[config.mk]
export PLATFORM = sky130hd
export DESIGN_NAME = pes_top
export DESIGN_NICKNAME = d
export VERILOG_FILES = /design/src/common/pes_pkg.sv /design/src/rtl/pes_edit_check.sv /design/src/rtl/pes_sync_flag.sv /design/src/rtl/pes_top.sv
export SDC_FILE = /design/constraint.sdc
export NUM_CORES = 1
export LEC_CHECK = 0
export ABC_CLOCK_PERIOD_IN_PS = 14010
export BUFFER_PORTS_ARGS = -buffer_cell sky130_fd_sc_hd__buf_2
export CAP_MARGIN = 20
export CORE_ASPECT_RATIO = 0.5
export CORE_MARGIN = 2
export CORE_UTILIZATION = 50
export CTS_CLUSTER_DIAMETER = 200
export DETAILED_ROUTE_END_ITERATION = 6
export PLACE_DENSITY = 0.66
export SYNTH_ARGS = -nofsm -noshare
export SYNTH_HDL_FRONTEND = slang
export SYNTH_SLANG_ARGS = --single-unit
export TNS_END_PERCENT = 30
[constraint.sdc]
create_clock -name pclk -period 14.01 [get_ports pclk]
set_input_delay 0.7005 -clock pclk [delete_from_list [all_inputs] [get_ports pclk]]
set_output_delay 0.7005 -clock pclk [all_outputs]
set_load 0.1 [all_outputs]
[src/common/pes_pkg.sv]
// shared constants, types and helpers of the pattern editor and segment sync block
package pes_pkg;

   // timing
   localparam int unsigned CLK_HZ           = 40_000_000;
   localparam int unsigned SEC_TIME_MS      = 1000;
   localparam int unsigned SEC_CYCLES_DEF   = CLK_HZ / 1000 * SEC_TIME_MS;
   localparam int unsigned BLANK_TIME_MS    = 1000;
   localparam int unsigned BLANK_CYCLES_DEF = CLK_HZ / 1000 * BLANK_TIME_MS;

   // limits, standard and extended
   localparam logic [2:0] PAT_MAX_STD = 3'h2;
   localparam logic [2:0] PAT_MAX_EXT = 3'h4;
   localparam logic [5:0] SEG_MAX_STD = 6'h14;
   localparam logic [5:0] SEG_MAX_EXT = 6'h28;

   // register offsets
   localparam logic [7:0] OFS_CTRL    = 8'h00;
   localparam logic [7:0] OFS_CMD     = 8'h04;
   localparam logic [7:0] OFS_RESULT  = 8'h08;
   localparam logic [7:0] OFS_COUNT   = 8'h0C;
   localparam logic [7:0] OFS_RUN     = 8'h10;
   localparam logic [7:0] OFS_SEGTIME = 8'h14;
   localparam logic [7:0] OFS_STATUS  = 8'h18;

   // field positions
   localparam int unsigned CTRL_EXT_BIT    = 0;
   localparam int unsigned CTRL_WSW_BIT    = 1;
   localparam int unsigned CTRL_WSEL_BIT   = 2;
   localparam int unsigned CTRL_AL3_BIT    = 3;
   localparam int unsigned CTRL_JC_LSB     = 4;
   localparam int unsigned CMD_OP_LSB      = 0;
   localparam int unsigned CMD_LINK_BIT    = 3;
   localparam int unsigned CMD_PA_LSB      = 8;
   localparam int unsigned CMD_PB_LSB      = 12;
   localparam int unsigned CMD_SEG_LSB     = 16;
   localparam int unsigned RES_COMM_LSB    = 0;
   localparam int unsigned RES_PANEL_LSB   = 8;
   localparam int unsigned RES_REFUSED_BIT = 16;
   localparam int unsigned RES_LINK_BIT    = 17;
   localparam int unsigned RES_BUSY_BIT    = 18;
   localparam int unsigned RES_FREE_LSB    = 24;
   localparam int unsigned RUN_EXEC_BIT    = 0;
   localparam int unsigned ST_FLAG_BIT     = 0;
   localparam int unsigned ST_WAIT_BIT     = 1;
   localparam int unsigned ST_BLANK_BIT    = 2;
   localparam int unsigned ST_EXEC_BIT     = 3;
   localparam int unsigned ST_SEG_LSB      = 8;
   localparam int unsigned ST_REMAIN_LSB   = 16;

   // reset values
   localparam logic [5:0]  CTRL_RST    = 6'h0E;
   localparam logic [15:0] SEGTIME_RST = 16'h0005;

   // communication result codes
   localparam logic [7:0] RC_OK          = 8'h00;
   localparam logic [7:0] RC_RUNNING     = 8'h01;
   localparam logic [7:0] RC_PAT_RANGE   = 8'h02;
   localparam logic [7:0] RC_SEG_RANGE   = 8'h03;
   localparam logic [7:0] RC_SEG_TOTAL   = 8'h16;
   localparam logic [7:0] RC_COPY        = 8'h1F;
   localparam logic [7:0] RC_CLR_MISSING = 8'h29;

   // panel error codes, number part only
   localparam logic [7:0] PE_NONE                         = 8'h00;
   localparam logic [7:0] EDIT_DURING_RUN_ERROR           = 8'h01;
   localparam logic [7:0] SEGMENT_TOTAL_OVERFLOW_ERROR    = 8'h16;
   localparam logic [7:0] SEGMENT_INSERT_OVERFLOW_ERROR   = 8'h17;
   localparam logic [7:0] COPY_SOURCE_EMPTY_ERROR         = 8'h20;
   localparam logic [7:0] COPY_DEST_OCCUPIED_ERROR        = 8'h21;
   localparam logic [7:0] CLEAR_MISSING_PATTERN_ERROR     = 8'h29;

   typedef enum logic [2:0] {
      OP_NONE    = 3'h0,
      OP_CLR_PAT = 3'h1,
      OP_CLR_ALL = 3'h2,
      OP_COPY    = 3'h3,
      OP_INS_SEG = 3'h4,
      OP_DEL_SEG = 3'h5,
      OP_WR_SEG  = 3'h6
   } pes_op_e;

   typedef enum logic [1:0] {
      JC_CONTINUE_JUNCTION = 2'h0,
      JC_WAIT_AT_BOUNDARY  = 2'h1,
      JC_HOLD              = 2'h2
   } pes_jc_e;

   typedef logic [3:0][5:0] pes_cnts_t;

   typedef struct packed {
      pes_op_e    op;
      logic       link;
      logic [2:0] pa;
      logic [2:0] pb;
      logic [5:0] seg;
   } pes_req_s;

   typedef struct packed {
      logic       refused;
      logic [7:0] comm;
      logic [7:0] panel;
   } pes_res_s;

   function automatic logic [2:0] pat_max(input logic ext);
      return ext ? PAT_MAX_EXT : PAT_MAX_STD;
   endfunction : pat_max

   function automatic logic [5:0] seg_max(input logic ext);
      return ext ? SEG_MAX_EXT : SEG_MAX_STD;
   endfunction : seg_max

   function automatic logic [1:0] pat_idx(input logic [2:0] p);
      logic [2:0] d;
      d = p - 3'h1;
      return d[1:0];
   endfunction : pat_idx

   function automatic logic [7:0] seg_total(input pes_cnts_t c);
      logic [7:0] s;
      s = 8'h00;
      for (int i = 0; i < 4; i++)
      begin
         s = s + {2'h0, c[i]};
      end
      return s;
   endfunction : seg_total

endpackage : pes_pkg

[src/rtl/pes_edit_check.sv]
// verdict on one pattern edit or clear request
`timescale 1ns/1ps
module pes_edit_check
   import pes_pkg::*;
(
   // request and store state
   input  pes_req_s  req,
   input  logic      running,
   input  logic      ext_opt,
   input  pes_cnts_t cnts,
   // verdict
   output pes_res_s  res
);

   always_comb
   begin
      logic [2:0] maxp;
      logic [5:0] maxs;
      logic [7:0] total;
      logic [5:0] ca;
      logic [5:0] cb;
      maxp  = pat_max(ext_opt);
      maxs  = seg_max(ext_opt);
      total = seg_total(cnts);
      ca    = cnts[pat_idx(req.pa)];
      cb    = cnts[pat_idx(req.pb)];
      res   = '{refused: 1'b0, comm: RC_OK, panel: PE_NONE};
      if (running)
         res = '{refused: 1'b1, comm: RC_RUNNING, panel: EDIT_DURING_RUN_ERROR};
      else if (req.op != OP_CLR_ALL && (req.pa == 3'h0 || req.pa > maxp ||
               (req.op == OP_COPY && (req.pb == 3'h0 || req.pb > maxp))))
         res = '{refused: 1'b1, comm: RC_PAT_RANGE, panel: PE_NONE};
      else if ((req.op == OP_INS_SEG || req.op == OP_DEL_SEG || req.op == OP_WR_SEG) &&
               (req.seg == 6'h00 || req.seg > maxs))
         res = '{refused: 1'b1, comm: RC_SEG_RANGE, panel: PE_NONE};
      else
      begin
         unique case (req.op)
            OP_CLR_PAT:
               if (ca == 6'h00)
                  res = '{refused: 1'b1, comm: RC_CLR_MISSING, panel: CLEAR_MISSING_PATTERN_ERROR};
            OP_COPY:
               if (cb == 6'h00)
                  res = '{refused: 1'b1, comm: RC_COPY, panel: COPY_SOURCE_EMPTY_ERROR};
               else if (ca != 6'h00)
                  res = '{refused: 1'b1, comm: RC_COPY, panel: COPY_DEST_OCCUPIED_ERROR};
               else if (total + {2'h0, cb} > {2'h0, maxs})
                  res = '{refused: 1'b1, comm: RC_SEG_TOTAL, panel: SEGMENT_TOTAL_OVERFLOW_ERROR};
            OP_INS_SEG:
               if (ca >= maxs)
                  res = '{refused: 1'b1, comm: RC_SEG_TOTAL, panel: SEGMENT_INSERT_OVERFLOW_ERROR};
               else if (total >= {2'h0, maxs})
                  res = '{refused: 1'b1, comm: RC_SEG_TOTAL, panel: SEGMENT_TOTAL_OVERFLOW_ERROR};
               else if (req.seg > ca)
                  res = '{refused: 1'b1, comm: RC_SEG_RANGE, panel: PE_NONE};
            OP_DEL_SEG:
               if (req.seg > ca)
                  res = '{refused: 1'b1, comm: RC_SEG_RANGE, panel: PE_NONE};
            OP_WR_SEG:
               if (req.seg > ca + 6'h01)
                  res = '{refused: 1'b1, comm: RC_SEG_RANGE, panel: PE_NONE};
               else if (req.seg == ca + 6'h01 && total >= {2'h0, maxs})
                  res = '{refused: 1'b1, comm: RC_SEG_TOTAL, panel: SEGMENT_TOTAL_OVERFLOW_ERROR};
            default:
               res = '{refused: 1'b0, comm: RC_OK, panel: PE_NONE};
         endcase
      end
   end

endmodule : pes_edit_check

[src/rtl/pes_sync_flag.sv]
// transition-control flag with one-second blanking after a segment change
`timescale 1ns/1ps
module pes_sync_flag
   import pes_pkg::*;
#(
   parameter int unsigned BLANK_CYCLES = BLANK_CYCLES_DEF
)
(
   // clock and reset
   input  logic clk,
   input  logic rst_n,
   // sequencer state
   input  logic executing,
   input  logic wait_sw,
   input  logic al3_sel,
   input  logic own_wait,
   input  logic remain_nz,
   input  logic seg_adv,
   // flag
   output logic flag_r,
   output logic blank_r
);

   logic [25:0] blank_cnt_r;
   logic        blank_now;

   assign blank_now = seg_adv | (blank_cnt_r != 26'h0000000);

   // one second off after a transition
   always_ff @(posedge clk or negedge rst_n)
   begin
      if (!rst_n)
         blank_cnt_r <= 26'h0000000;
      else if (seg_adv)
         blank_cnt_r <= 26'(BLANK_CYCLES - 1);
      else if (blank_cnt_r != 26'h0000000)
         blank_cnt_r <= blank_cnt_r - 26'h0000001;
   end

   always_ff @(posedge clk or negedge rst_n)
   begin
      if (!rst_n)
         blank_r <= 1'b0;
      else
         blank_r <= blank_now;
   end

   always_ff @(posedge clk or negedge rst_n)
   begin
      if (!rst_n)
         flag_r <= 1'b0;
      else
         flag_r <= al3_sel & executing & wait_sw & ~blank_now & (own_wait | remain_nz);
   end

endmodule : pes_sync_flag

[src/rtl/pes_top.sv]
// pattern store editor and segment transition sync, APB slave
`timescale 1ns/1ps
module pes_top
   import pes_pkg::*;
#(
   parameter int unsigned SEC_CYCLES   = SEC_CYCLES_DEF,
   parameter int unsigned BLANK_CYCLES = BLANK_CYCLES_DEF
)
(
   // clock and reset
   input  logic        pclk,
   input  logic        presetn,
   // apb slave
   input  logic        psel,
   input  logic        penable,
   input  logic        pwrite,
   input  logic [7:0]  paddr,
   input  logic [31:0] pwdata,
   output logic [31:0] prdata,
   output logic        pready,
   output logic        pslverr,
   // contacts
   input  logic        wait_in,
   input  logic        out_of_zone_in,
   output logic        alarm3_out,
   output logic        seg_advance_out
);

   typedef enum logic [1:0] {
      ST_IDLE     = 2'b00,
      ST_TIMING   = 2'b01,
      ST_BOUNDARY = 2'b11,
      ST_HELD     = 2'b10
   } pes_state_e;

   logic [5:0]  ctrl_r;
   logic        exec_r;
   logic [15:0] segtime_r;
   pes_req_s    req_r;
   logic        go_r;
   pes_res_s    res_r;
   logic        res_link_r;
   pes_cnts_t   cnts_r;
   pes_res_s    verdict;
   pes_state_e  state_r;
   pes_state_e  state_nxt;
   logic [15:0] remain_r;
   logic [5:0]  seg_r;
   logic [25:0] sec_cnt_r;
   logic        sec_tick;
   logic        seg_adv_r;
   logic        own_wait;
   logic        wait_eff;
   logic        advance;
   logic        running;
   logic        flag;
   logic        blank;
   logic        pready_r;
   logic        pslverr_r;
   logic [31:0] prdata_r;
   logic        wr_done;
   logic        mapped;
   logic [31:0] rd_word;
   pes_jc_e     jc;

   assign jc      = pes_jc_e'(ctrl_r[CTRL_JC_LSB +: 2]);
   assign running = (state_r != ST_IDLE);
   assign wr_done = psel & penable & pready_r & pwrite;
   assign mapped  = (paddr == OFS_CTRL) || (paddr == OFS_CMD) || (paddr == OFS_RESULT) ||
                    (paddr == OFS_COUNT) || (paddr == OFS_RUN) || (paddr == OFS_SEGTIME) ||
                    (paddr == OFS_STATUS);

   // apb answer one cycle into the access phase
   always_ff @(posedge pclk or negedge presetn)
   begin
      if (!presetn)
      begin
         pready_r  <= 1'b0;
         pslverr_r <= 1'b0;
      end
      else
      begin
         pready_r  <= psel & penable & ~pready_r;
         pslverr_r <= psel & penable & ~pready_r & ~mapped;
      end
   end

   always_comb
   begin
      rd_word = 32'h00000000;
      unique case (paddr)
         OFS_CTRL:
            rd_word[5:0] = ctrl_r;
         OFS_CMD:
         begin
            rd_word[CMD_OP_LSB +: 3]  = req_r.op;
            rd_word[CMD_LINK_BIT]     = req_r.link;
            rd_word[CMD_PA_LSB +: 3]  = req_r.pa;
            rd_word[CMD_PB_LSB +: 3]  = req_r.pb;
            rd_word[CMD_SEG_LSB +: 6] = req_r.seg;
         end
         OFS_RESULT:
         begin
            rd_word[RES_COMM_LSB +: 8]  = res_r.comm;
            rd_word[RES_PANEL_LSB +: 8] = res_r.panel;
            rd_word[RES_REFUSED_BIT]    = res_r.refused;
            rd_word[RES_LINK_BIT]       = res_link_r;
            rd_word[RES_BUSY_BIT]       = go_r;
            rd_word[RES_FREE_LSB +: 8]  = {2'h0, seg_max(ctrl_r[CTRL_EXT_BIT])} -
                                          seg_total(cnts_r);
         end
         OFS_COUNT:
            for (int i = 0; i < 4; i++)
            begin
               rd_word[i * 8 +: 6] = cnts_r[i];
            end
         OFS_RUN:
            rd_word[RUN_EXEC_BIT] = exec_r;
         OFS_SEGTIME:
            rd_word[15:0] = segtime_r;
         OFS_STATUS:
         begin
            rd_word[ST_FLAG_BIT]         = flag;
            rd_word[ST_WAIT_BIT]         = own_wait;
            rd_word[ST_BLANK_BIT]        = blank;
            rd_word[ST_EXEC_BIT]         = running;
            rd_word[ST_SEG_LSB +: 6]     = seg_r;
            rd_word[ST_REMAIN_LSB +: 16] = remain_r;
         end
         default:
            rd_word = 32'h00000000;
      endcase
   end

   always_ff @(posedge pclk or negedge presetn)
   begin
      if (!presetn)
         prdata_r <= 32'h00000000;
      else if (psel & penable & ~pready_r & ~pwrite)
         prdata_r <= rd_word;
   end

   // software-written control
   always_ff @(posedge pclk or negedge presetn)
   begin
      if (!presetn)
      begin
         ctrl_r    <= CTRL_RST;
         exec_r    <= 1'b0;
         segtime_r <= SEGTIME_RST;
      end
      else if (wr_done)
      begin
         if (paddr == OFS_CTRL)
            ctrl_r <= pwdata[5:0];
         if (paddr == OFS_RUN)
            exec_r <= pwdata[RUN_EXEC_BIT];
         if (paddr == OFS_SEGTIME)
            segtime_r <= pwdata[15:0];
      end
   end

   // command capture, launched one cycle later
   always_ff @(posedge pclk or negedge presetn)
   begin
      if (!presetn)
      begin
         req_r <= '{op: OP_NONE, link: 1'b0, pa: 3'h0, pb: 3'h0, seg: 6'h00};
         go_r  <= 1'b0;
      end
      else
      begin
         go_r <= wr_done && (paddr == OFS_CMD);
         if (wr_done && (paddr == OFS_CMD))
         begin
            req_r.op   <= pes_op_e'(pwdata[CMD_OP_LSB +: 3]);
            req_r.link <= pwdata[CMD_LINK_BIT];
            req_r.pa   <= pwdata[CMD_PA_LSB +: 3];
            req_r.pb   <= pwdata[CMD_PB_LSB +: 3];
            req_r.seg  <= pwdata[CMD_SEG_LSB +: 6];
         end
      end
   end

   pes_edit_check u_check (
      .req     (req_r),
      .running (running),
      .ext_opt (ctrl_r[CTRL_EXT_BIT]),
      .cnts    (cnts_r),
      .res     (verdict)
   );

   always_ff @(posedge pclk or negedge presetn)
   begin
      if (!presetn)
      begin
         res_r      <= '{refused: 1'b0, comm: RC_OK, panel: PE_NONE};
         res_link_r <= 1'b0;
      end
      else if (go_r && req_r.op != OP_NONE)
      begin
         res_r      <= verdict;
         res_link_r <= req_r.link;
      end
   end

   // segment counts per pattern
   always_ff @(posedge pclk or negedge presetn)
   begin
      if (!presetn)
         cnts_r <= '0;
      else if (go_r && !verdict.refused)
      begin
         unique case (req_r.op)
            OP_CLR_PAT:
               cnts_r[pat_idx(req_r.pa)] <= 6'h00;
            OP_CLR_ALL:
               cnts_r <= '0;
            OP_COPY:
               cnts_r[pat_idx(req_r.pa)] <= cnts_r[pat_idx(req_r.pb)];
            OP_INS_SEG:
               cnts_r[pat_idx(req_r.pa)] <= cnts_r[pat_idx(req_r.pa)] + 6'h01;
            OP_DEL_SEG:
               cnts_r[pat_idx(req_r.pa)] <= cnts_r[pat_idx(req_r.pa)] - 6'h01;
            OP_WR_SEG:
               if (req_r.seg == cnts_r[pat_idx(req_r.pa)] + 6'h01)
                  cnts_r[pat_idx(req_r.pa)] <= req_r.seg;
            default:
               cnts_r <= cnts_r;
         endcase
      end
   end

   // second ticks for remaining time
   assign sec_tick = (sec_cnt_r == 26'(SEC_CYCLES - 1));

   always_ff @(posedge pclk or negedge presetn)
   begin
      if (!presetn)
         sec_cnt_r <= 26'h0000000;
      else if (state_r != ST_TIMING || sec_tick)
         sec_cnt_r <= 26'h0000000;
      else
         sec_cnt_r <= sec_cnt_r + 26'h0000001;
   end

   assign own_wait = (state_r == ST_BOUNDARY) && (jc == JC_WAIT_AT_BOUNDARY) && out_of_zone_in;
   // wait contact gated by selection and switch
   assign wait_eff = wait_in & ctrl_r[CTRL_WSEL_BIT] & ctrl_r[CTRL_WSW_BIT];
   // advance only when every flag is off
   assign advance  = (state_r == ST_BOUNDARY) && (jc != JC_HOLD) && !own_wait && !wait_eff;

   always_comb
   begin
      state_nxt = state_r;
      unique case (state_r)
         ST_IDLE:
            if (exec_r)
               state_nxt = ST_TIMING;
         ST_TIMING:
            if (!exec_r)
               state_nxt = ST_IDLE;
            else if (remain_r == 16'h0000)
               state_nxt = ST_BOUNDARY;
         ST_BOUNDARY:
            if (!exec_r)
               state_nxt = ST_IDLE;
            else if (jc == JC_HOLD)
               state_nxt = ST_HELD;
            else if (advance)
               state_nxt = ST_TIMING;
         ST_HELD:
            if (!exec_r)
               state_nxt = ST_IDLE;
      endcase
   end

   always_ff @(posedge pclk or negedge presetn)
   begin
      if (!presetn)
         state_r <= ST_IDLE;
      else
         state_r <= state_nxt;
   end

   // remaining time and segment index
   always_ff @(posedge pclk or negedge presetn)
   begin
      if (!presetn)
      begin
         remain_r <= 16'h0000;
         seg_r    <= 6'h00;
      end
      else if (state_r == ST_IDLE)
      begin
         remain_r <= segtime_r;
         seg_r    <= exec_r ? 6'h01 : 6'h00;
      end
      else if (advance && exec_r)
      begin
         remain_r <= segtime_r;
         seg_r    <= seg_r + 6'h01;
      end
      else if (state_r == ST_TIMING && sec_tick && remain_r != 16'h0000)
         remain_r <= remain_r - 16'h0001;
   end

   always_ff @(posedge pclk or negedge presetn)
   begin
      if (!presetn)
         seg_adv_r <= 1'b0;
      else
         seg_adv_r <= advance & exec_r;
   end

   pes_sync_flag #(
      .BLANK_CYCLES (BLANK_CYCLES)
   ) u_sync (
      .clk       (pclk),
      .rst_n     (presetn),
      .executing (running),
      .wait_sw   (ctrl_r[CTRL_WSW_BIT]),
      .al3_sel   (ctrl_r[CTRL_AL3_BIT]),
      .own_wait  (own_wait),
      .remain_nz (remain_r != 16'h0000),
      .seg_adv   (seg_adv_r),
      .flag_r    (flag),
      .blank_r   (blank)
   );

   assign prdata          = prdata_r;
   assign pready          = pready_r;
   assign pslverr         = pslverr_r;
   assign alarm3_out      = flag;
   assign seg_advance_out = seg_adv_r;

endmodule : pes_top

==> impl_metrics.tcl, run 1 <==
set metrics [dict create \
    ioPinCount 83 \
    setup_tns_ns 0 \
    peakVddDrop_mv 0.0789 \
    grt_pass1_vias 9459 \
    grt_pass1_wl_um 51200 \
    wl_um 31500 \
    syn_inst 1233 \
    clock_latency_ns 0.45 \
    die_y_um 112 \
    fp.dieW_um 220 \
    antenna_cells 0 \
    p_per_area_nw_per_um2 91.7 \
    worst_hold_path_type "primary input to asynchronous set/reset pin" \
    die-area_um2 24700 \
    wire_per_inst_um 19.6 \
    coreArea_um2 22900 \
    nFillCells 2012 \
    cts_buffer_depth 2 \
    area_delta_synth_final_pct 10.5 \
    htreeDepth 4 \
    synth_flop_cell "dfrtp_1" \
    grt_max_degree 105 \
    fmax_mhz 158 \
    yosys_warnings 0 \
    hold_buffers 0 \
    layout-drive-gt1-share_pct 14.9 \
    skew_ns 0.0131 \
    hold_viol_final 0 \
    post_cts.repair.setup_buffers 0 \
    start_util_pct 51.0 \
    cts_tree "done" \
    drc 0 \
    cts.sinks 186 \
    ant_nets 0 \
    cts-root-buf "clkbuf_16" \
    synth_top_area_share_pct 38.8 \
    arrival_ns 6.70 \
    maxCapViolCount 0 \
    synth_top_area_cell "dfrtp_1" \
    end_kind "flip-flop" \
    worst_slew_pin_slew_ns 0.946 \
    rr_worst_depth 23 \
    clkTransAtPathRegs_ns 0.07 \
    leakage_nw 5.91 \
    period_minus_slack_ns 6.33 \
    rr_endpoint "cnts_r[10]$_DFFE_PN0P_" \
    critPathLaunchType "flip-flop" \
    endpoint "cnts_r[10]$_DFFE_PN0P_" \
    synth_fp_nets 1351 \
    path_class "flip-flop to flip-flop" \
    drt_pass1_iterations 5 \
    r2r_slack_ns 7.68 \
    overflow 0 \
    critPathLaunch "cnts_r[0]$_DFFE_PN0P_" \
    gp_congestion 0.933 \
    synth.area.top_cells "dfrtp_1 39%, ha_1 6.6%, nand2_1 4.0%" \
    slew_violations 0 \
    setup_viol 0 \
    yosysSeqAreaShare_pct 39.9 \
    synth_area_um2 11700 \
    grt_usage_pct 26.7 \
    critPathMaxFanout 9 \
    cts.repair.resized 0 \
    rows 39 \
    holdWs_ns 0.351 \
    rsz0062_at_grt "no" \
    antenna_found_initial 2 \
    io_buffers 72 \
    period_share_pct 45.2 \
    drtIter0Drc 1025 \
    slew_headroom_pct 36.9 \
    cts_buffers 17 \
    vias 9730 \
    ys_seq_elements 186 \
    nets 1403 \
    reg2reg_from "cnts_r[0]$_DFFE_PN0P_" \
    syn_avg_cell_area_um2 9.47 \
    via_per_inst 6.06 \
    ys_types 79 \
    cp.required_ns 14.39 \
    ys_async_sr_fraction_pct 100 \
    hpwl_um 23400 \
    synth_edf_count 0 \
    outcome "complete, no violations" \
]
==> power by group <==
part / internal, mW / switching [mW] / total (mW)
clock: 0.235 / 0.233 / 0.468
sequential: 0.549 / 0.00643 / 0.555
combinational: 0.0454 / 0.116 / 0.161
==> worst max-delay path, stage by stage (launching register included) <==
cell,delay (ns)
dfrtp_1,0.49
ha_1,0.28
fa_1,0.42
a21oi_1,0.16
nor2_1,0.05
nor2_1,0.15
xor2_1,0.11
fa_1,0.49
inv_1,0.04
ha_1,0.41
o21ai_0,0.16
nor2_1,0.30
nor2_1,0.12
ha_1,0.34
a21o_1,0.20
a21oi_1,0.15
xnor2_1,0.15
ha_1,0.27
o21a_1,0.11
o22a_1,0.21
o41a_1,0.44
o41a_1,0.36
nor4_4,0.58
a22o_1,0.22
==> per-stage QoR <==
step	std cells	util (%)	area, µm²	setup WS (ns)	total power, mW
floorplan	1233	-	11700	8.27	0.684
global placement	1572	53.9	12300	7.87	0.723
detailed placement	1572	53.9	12300	7.76	0.727
CTS	1604	56.3	12900	7.73	1.19
global route	1605	56.4	12900	7.22	1.23
finish	1605	56.4	12900	7.68	1.18
==> cells by family after synthesis <==
family,count (synthesis),synth area share [%]
and+or+nand+nor,453,19.5
AOI/OAI and AO/OA,282,16.3
DFF,186,39.9
buffers and inverters,109,3.65
adders and majority gates,72,8.27
xor gates and xnor gates,71,5.56
muxes,60,6.87
==> worst min-delay path by stage <==
stage	from	to	slack [ns]	cells after the start
after global routing	presetn	sec_cnt_r[18]$_DFF_PN0_	0.41	1
final	presetn	sec_cnt_r[18]$_DFF_PN0_	0.35	1
after floorplan	presetn	cnts_r[0]$_DFFE_PN0P_	0.40	0
after CTS	presetn	sec_cnt_r[18]$_DFF_PN0_	0.39	1
after detailed placement	prdata[15]$_DFFE_PN0P_	prdata[15]$_DFFE_PN0P_	0.45	2
after global placement	prdata[15]$_DFFE_PN0P_	prdata[15]$_DFFE_PN0P_	0.45	2
==> cells in the mapped netlist (5+ instances only) <==
cell type    n
nor3_1      36
a22o_1      25
inv_1       58
mux2_2      41
nand3b_1     9
a221oi_1    14
o22ai_1      5
nand2b_1    28
mux2i_1      7
mux4_2      12
a22oi_1      6
nor2b_1     18
o21bai_1     6
o211ai_1     8
or3_1       20
or4_1        7
a211oi_1    10
a21oi_1     45
nand4_1      9
fa_1         9
nand2_1    125
o21a_1       7
a222oi_1     7
xnor2_1     42
a31oi_1     19
nor2_1     116
ha_1        62
xor2_1      27
o21ai_0     81
dfstp_2      5
dfrtp_1    181
nand3_1     31
nor4_1      12
a21o_1      11
clkbuf_1    40
buf_1        7
and3_1      10
==> layout by cell type, fill, tap and decap left out, types with 28 or more instances in the layout <==
cell type,n
a21oi_1,45
buf_2,71
dfrtp_1,181
ha_1,62
inv_1,58
mux2_2,41
nand2_1,125
nand2b_1,28
nand3_1,31
nor2_1,116
nor3_1,33
o21ai_0,81
xnor2_1,42
==> per-layer routing <==
| metal | global-route usage [%] | vias to the layer above | part of all wire, % |
|---|---|---|---|
| met1 | 37.8 | 4835 | 45 |
| met4 | 7.96 | 2 | 1.8 |
| met5 | 0 | - | 0.041 |
| met3 | 4.66 | 43 | 6.3 |
| met2 | 42.1 | 280 | 47 |
| li1 | - | 4570 | - |
==> final cells by class <==
class | instances | area [µm²] | area share (%)
flip-flops and latches | 186 | 4660 | 36.1
multi-input cells | 938 | 6610 | 51.2
well taps | 307 | 384 | 2.98
repair buffers | 84 | 479 | 3.71
inverters | 58 | 218 | 1.69
clock inverters | 15 | 131 | 1.02
clock buffers | 17 | 425 | 3.30
==> flip-flops by register name, summed over array words and instances, names as in the netlist <==
register / flops
sec_cnt_r: 26
req_r: 16
res_link_r: 1
seg_advance_out: 1
segtime_r: 16
u_sync.flag_r: 1
pslverr: 1
remain_r: 16
cnts_r: 24
exec_r: 1
res_r: 8
seg_r: 6
pready: 1
u_sync.blank_cnt_r: 26
prdata: 32
u_sync.blank_r: 1
ctrl_r: 6
state_r: 2
go_r: 1
(Power assumes the default switching activity.)
==> run 2, diff against run 1 <==
--- a/config.mk
+++ b/config.mk
@@ -5,7 +5,7 @@
 export SDC_FILE = /design/constraint.sdc
 export NUM_CORES = 1
 export LEC_CHECK = 0
-export ABC_CLOCK_PERIOD_IN_PS = 14010
+export ABC_CLOCK_PERIOD_IN_PS = 5690
 export BUFFER_PORTS_ARGS = -buffer_cell sky130_fd_sc_hd__buf_2
 export CAP_MARGIN = 20
 export CORE_ASPECT_RATIO = 0.5
@@ -13,7 +13,7 @@
 export CORE_UTILIZATION = 50
 export CTS_CLUSTER_DIAMETER = 200
 export DETAILED_ROUTE_END_ITERATION = 6
-export PLACE_DENSITY = 0.66
+export PLACE_DENSITY = 0.69
 export SYNTH_ARGS = -nofsm -noshare
 export SYNTH_HDL_FRONTEND = slang
 export SYNTH_SLANG_ARGS = --single-unit
==> constraint.sdc (replaced) <==
create_clock -name pclk -period 5.69 [get_ports pclk]
set_input_delay 0.2845 -clock pclk [delete_from_list [all_inputs] [get_ports pclk]]
set_output_delay 0.2845 -clock pclk [all_outputs]
set_load 0.1 [all_outputs]
==> run 2 against run 1 <==
Compared with the run above: the run now ends with DRC, hold timing left; clock skew shrank 0.0026 ns; largest cell class unchanged; clock power grew to 2.6 times the previous value; critical path type unchanged; clock-buffer cell count is 1 higher.
==> impl_metrics.tcl, run 2 (synthesis results as in run 1) <==
set metrics [dict create \
    hpwl_um 24100 \
    cts_buffer_depth 2 \
    period_minus_slack_ns 5.45 \
    htreeDepth 4 \
    drtIter0Drc 936 \
    end_kind "flip-flop" \
    grt_pass1_vias 9683 \
    grt_usage_pct 27.2 \
    gp_congestion 0.971 \
    postPlaceCellArea_um2 12500 \
    peakVddDrop_mv 0.192 \
    skew_ns 0.0105 \
    p_switching_uw 851 \
    mostFrequentLayoutCells "181 x dfrtp_1, 125 x nand2_1, 113 x nor2_1" \
    io_buffers 72 \
    fin_area_um2 13200 \
    slew_violations 0 \
    cts_buffers 17 \
    arrival_ns 5.83 \
    holdWs_ns -0.0201 \
    worst_hold_path_type "primary input to asynchronous set/reset pin" \
    r2r_slack_ns 0.24 \
    failed_checks "DRC, hold timing" \
    reg2reg_from "cnts_r[6]$_DFFE_PN0P_" \
    grt_pass1_wl_um 51800 \
    outcome "finished with violations" \
    hold_viol_final 5 \
    critPathMaxFanout 7 \
    internal-power_mw 2.12 \
    slew_headroom_pct 32.2 \
    wire_per_inst_um 19.8 \
    critPathLaunchType "flip-flop" \
    antenna_cells 0 \
    p_per_area_nw_per_um2 226 \
    overflow 0 \
    rr_endpoint "cnts_r[22]$_DFFE_PN0P_" \
    grt_max_degree 129 \
    rows 39 \
    die_y_um 112 \
    antenna_found_initial 1 \
    cts-root-buf "clkbuf_16" \
    leakage_nw 6.01 \
    cp.required_ns 6.07 \
    layout-drive-gt1-share_pct 17.2 \
    largest_reg_flops 32 \
    critPathLaunch "cnts_r[6]$_DFFE_PN0P_" \
    start_util_pct 51.0 \
    cts_tree "done" \
    fp.dieW_um 220 \
    area_delta_synth_final_pct 12.7 \
    setup_tns_ns 0 \
    die-area_um2 24700 \
    setup_ws_ns 0.235 \
    worst_slew_pin_slew_ns 1.02 \
    vias 9925 \
    p_clk_share_pct 40.5 \
    netSwitchingFraction_pct 28.6 \
    ioPinCount 83 \
    pre_cts_ws_ns -0.0841 \
    final_core_util_pct 57.5 \
    drc 1 \
    drt_pass1_iterations 7 \
    final_common_cell "dfrtp_1" \
    setup_viol 0 \
    path_class "flip-flop to flip-flop" \
    ant_nets 0 \
    rr_worst_depth 21 \
    clock_latency_ns 0.45 \
    nets 1422 \
    coreArea_um2 22900 \
    pwr-share-seq_pct 46.0 \
    period_share_pct 95.9 \
    maxCapViolCount 0 \
    p_comb_share_pct 13.4 \
    fmax_mhz 183 \
    clkTransAtPathRegs_ns 0.07 \
    via_per_inst 6.11 \
    wl_um 32200 \
    cts.sinks 186 \
]
[run 2: cell count changes in the layout (fill, tap and decap cells not counted), sizes merged]
cell,delta
inv,-3
clkinv,-2
clkinvlp,+2
buf,+19
clkbuf,+1
bufinv,+2
[run 2: critical path, stage by stage (launching register included)]
cell	delay, ns
dfrtp_1	0.40
ha_1	0.21
fa_1	0.48
inv_1	0.05
fa_1	0.48
inv_1	0.04
ha_1	0.24
fa_2	0.55
ha_1	0.28
nor2b_1	0.15
o21ai_0	0.14
nand2b_1	0.12
xor2_1	0.16
ha_1	0.29
o21a_1	0.11
o21a_1	0.17
o22a_1	0.25
o41a_1	0.46
o41a_4	0.20
nor4_4	0.27
buf_4	0.19
a22o_1	0.15
[run 2: worst max path at each step]
| stage | to | slack, ns | cells past startpoint |
|---|---|---|---|
| 2_1_floorplan | cnts_r[0]$_DFFE_PN0P_ | -0.02 | 25 |
| 3_5_place_dp | cnts_r[17]$_DFFE_PN0P_ | -0.08 | 22 |
| 6_report | cnts_r[22]$_DFFE_PN0P_ | 0.24 | 21 |
| 5_1_grt | res_r[9]$_DFFE_PN0P_ | -0.05 | 24 |
| 4_1_cts | res_r[9]$_DFFE_PN0P_ | 0.02 | 24 |
| 3_3_place_gp | res_r[9]$_DFFE_PN0P_ | 0.08 | 24 |
[run 2: stage by stage]
stage | power, mW | std cells
3_3_place_gp | 1.78 | 1589
3_5_place_dp | 1.79 | 1589
6_report | 2.97 | 1624
5_1_grt | 3.08 | 1624
2_1_floorplan | 1.68 | 1233
4_1_cts | 2.99 | 1621
[run 2: repair_timing]
item,CTS,global route
pin swaps,1,10
buffers inserted,0,3
setup endpoints to repair,21,28
hold buffers,0,0
gates resized for setup,2,18
[run 2: routing by layer]
layer	global-route usage (%)	up-vias	wire length [µm]
met4	10.2	2	983
met1	37.4	4876	14200
met3	4.77	76	1870
met5	0	-	13
li1	-	4620	-
met2	43.2	351	15100
[run 2: power groups by stage]
stage	Clock (mW)	Sequential (mW)	Combinational [mW]
after floorplan	0	1.51	0.170
after global placement	0	1.39	0.390
after detailed placement	0	1.39	0.401
after CTS	1.22	1.37	0.402
after global routing	1.28	1.37	0.434
final	1.20	1.37	0.399
[run 2: final cells by class]
class,instances,area (µm²)
timing repair buffer,103,606
clock inverter,14,164
inverter,58,218
fill,1994,9720
multi-input combinational,938,6700
sequential,186,4660
tap,307,384
clock buffer,18,429
==> run 3, diff against run 2 <==
--- a/config.mk
+++ b/config.mk
@@ -5,7 +5,7 @@
 export SDC_FILE = /design/constraint.sdc
 export NUM_CORES = 1
 export LEC_CHECK = 0
-export ABC_CLOCK_PERIOD_IN_PS = 5690
+export ABC_CLOCK_PERIOD_IN_PS = 5700
 export BUFFER_PORTS_ARGS = -buffer_cell sky130_fd_sc_hd__buf_2
 export CAP_MARGIN = 20
 export CORE_ASPECT_RATIO = 0.5
@@ -13,7 +13,7 @@
 export CORE_UTILIZATION = 50
 export CTS_CLUSTER_DIAMETER = 200
 export DETAILED_ROUTE_END_ITERATION = 6
-export PLACE_DENSITY = 0.69
+export PLACE_DENSITY = 0.66
 export SYNTH_ARGS = -nofsm -noshare
 export SYNTH_HDL_FRONTEND = slang
 export SYNTH_SLANG_ARGS = --single-unit
==> constraint.sdc (replaced) <==
create_clock -name pclk -period 5.7 [get_ports pclk]
set_input_delay 0.57 -clock pclk [delete_from_list [all_inputs] [get_ports pclk]]
set_output_delay 0.57 -clock pclk [all_outputs]
set_load 0.1 [all_outputs]
==> run 3 against run 2 <==
Compared with the run above: largest power group unchanged; worst setup slack improved by 0.010 ns; flip-flop and latch count did not move; the flow now finishes without violations; fmax barely moved.
==> impl_metrics.tcl, run 3 (synthesis results as in run 1) <==
set metrics [dict create \
    outcome "complete, no violations" \
    gp_congestion 0.934 \
    final_core_util_pct 57.6 \
    worst_hold_path_type "primary input to asynchronous set/reset pin" \
    cts.sinks 186 \
    antenna_cells 0 \
    grt_usage_pct 28.0 \
    p_comb_share_pct 13.3 \
    overflow 0 \
    p_per_area_nw_per_um2 226 \
    pwr-share-seq_pct 45.9 \
    die-area_um2 24700 \
    period_minus_slack_ns 5.45 \
    fmax_mhz 183 \
    clock_latency_ns 0.45 \
    setup_viol 0 \
    largest_reg_flops 32 \
    drtIter0Drc 949 \
    mostFrequentLayoutCells "181 x dfrtp_1, 125 x nand2_1, 114 x nor2_1" \
    maxCapViolCount 0 \
    cts_buffers 17 \
    arrival_ns 5.84 \
    setup_ws_ns 0.245 \
    ant_nets 0 \
    clkTransAtPathRegs_ns 0.08 \
    hpwl_um 24500 \
    drt_pass1_iterations 7 \
    grt_pass1_wl_um 53400 \
    io_buffers 72 \
    leakage_nw 6.02 \
    wire_per_inst_um 20.2 \
    grt_pass1_vias 9876 \
    power_mw 2.97 \
    layout-drive-gt1-share_pct 17.2 \
    slew_violations 0 \
    dp_cells 1591 \
    grt_max_degree 68 \
    period_share_pct 95.7 \
    drc 0 \
    cts_buffer_depth 2 \
    nets 1425 \
    internal-power_mw 2.09 \
    fp.dieW_um 220 \
    area_delta_synth_final_pct 12.8 \
    instances_no_fill 1627 \
    hold_viol_final 0 \
    slew_headroom_pct 37.0 \
    final_common_cell "dfrtp_1" \
    rows 39 \
    skew_ns 0.0167 \
    end_kind "flip-flop" \
    ioPinCount 83 \
    netSwitchingFraction_pct 29.6 \
    cts_tree "done" \
    antenna_found_initial 1 \
    critPathLaunchType "flip-flop" \
    peakVddDrop_mv 0.212 \
    coreArea_um2 22900 \
    hold_buffers 0 \
    pre_cts_ws_ns -0.0875 \
    via_per_inst 6.09 \
    htreeDepth 4 \
    p_clk_share_pct 40.8 \
    critPathMaxFanout 7 \
    cp.required_ns 6.08 \
    start_util_pct 51.0 \
    wl_um 32900 \
    path_class "flip-flop to flip-flop" \
    vias 9911 \
    cts-root-buf "clkbuf_16" \
    die_y_um 112 \
    worst_slew_pin_slew_ns 0.939 \
    p_switching_uw 878 \
    setup_tns_ns 0 \
    nFillCells 1985 \
]
[run 3: cell count changes in the layout (fill, tap and decap cells not counted), moves of 2 or more]
cell / before / now
ha_4: 0 / 2
buf_4: 30 / 33
inv_6: 6 / 3
inv_8: 0 / 4
nor3_4: 2 / 0
[run 3: worst max-delay path, cell delays in order, from the launching register on]
cell	delay [ns]
dfrtp_1	0.40
ha_1	0.22
fa_2	0.52
inv_1	0.05
fa_1	0.48
inv_1	0.04
ha_1	0.23
fa_2	0.58
ha_4	0.22
nor2b_1	0.12
o21ai_0	0.14
nand2b_1	0.13
xor2_1	0.17
ha_1	0.29
o21a_1	0.11
o21a_1	0.16
o22a_2	0.24
o41a_1	0.44
o41a_4	0.20
nor4_4	0.42
a22o_1	0.21
[run 3: path summary, 6_finish.rpt]
check	from	to	slack (ns)	depth (start not counted)
setup / recovery	cnts_r[6]$_DFFE_PN0P_	cnts_r[16]$_DFFE_PN0P_	0.25	20
max in group asynchronous	presetn	cnts_r[5]$_DFFE_PN0P_	4.39	2
hold / removal	presetn	u_sync.blank_cnt_r[15]$_DFFE_PN0N_	0.11	1
setup reg to reg	cnts_r[6]$_DFFE_PN0P_	cnts_r[16]$_DFFE_PN0P_	0.25	20
min in group pclk	pwdata[18]	req_r[2]$_DFFE_PN0P_	0.33	3
hold reg to reg	prdata[6]$_DFFE_PN0P_	prdata[6]$_DFFE_PN0P_	0.48	2
[run 3: layer usage]
| metal | track usage (%) | up-vias | routed length [µm] |
|---|---|---|---|
| met2 | 44.5 | 308 | 15300 |
| met5 | 0 | - | 11 |
| met3 | 5.93 | 61 | 2100 |
| li1 | - | 4615 | - |
| met1 | 38.9 | 4925 | 14800 |
| met4 | 8.05 | 2 | 731 |
[run 3: area by class of cell]
cell class              instances  area [µm²]  area share (%)
clock inverters                13         149            1.13
clock buffers                  19         443            3.36
inverters                      58         218            1.65
multi-input cells             938        6700            50.8
repair buffers                106         628            4.77
flip-flops and latches        186        4660            35.4
well taps                     307         384            2.91
[run 3: power groups by stage]
stage	registers, mW	logic [mW]	clock network, mW
after detailed placement	1.39	0.399	0
after floorplan	1.51	0.169	0
after global placement	1.39	0.389	0
after global routing	1.37	0.436	1.28
after CTS	1.36	0.401	1.23
final	1.36	0.396	1.21
[run 3: what timing repair did]
| action | in CTS | in global routing |
|---|---|---|
| buffers inserted | 0 | 4 |
| pin swaps | 1 | 11 |
| gates resized for setup | 2 | 13 |
| setup endpoints to repair | 21 | 28 |
[run 3: per-stage QoR]
stage / area (µm²) / hold WS, ns
3_5_place_dp: 12500 / 0.465
5_1_grt: 13200 / 0.139
6_report: 13200 / 0.108
3_3_place_gp: 12500 / 0.458
4_1_cts: 13100 / 0.120
2_1_floorplan: 11700 / 0.274
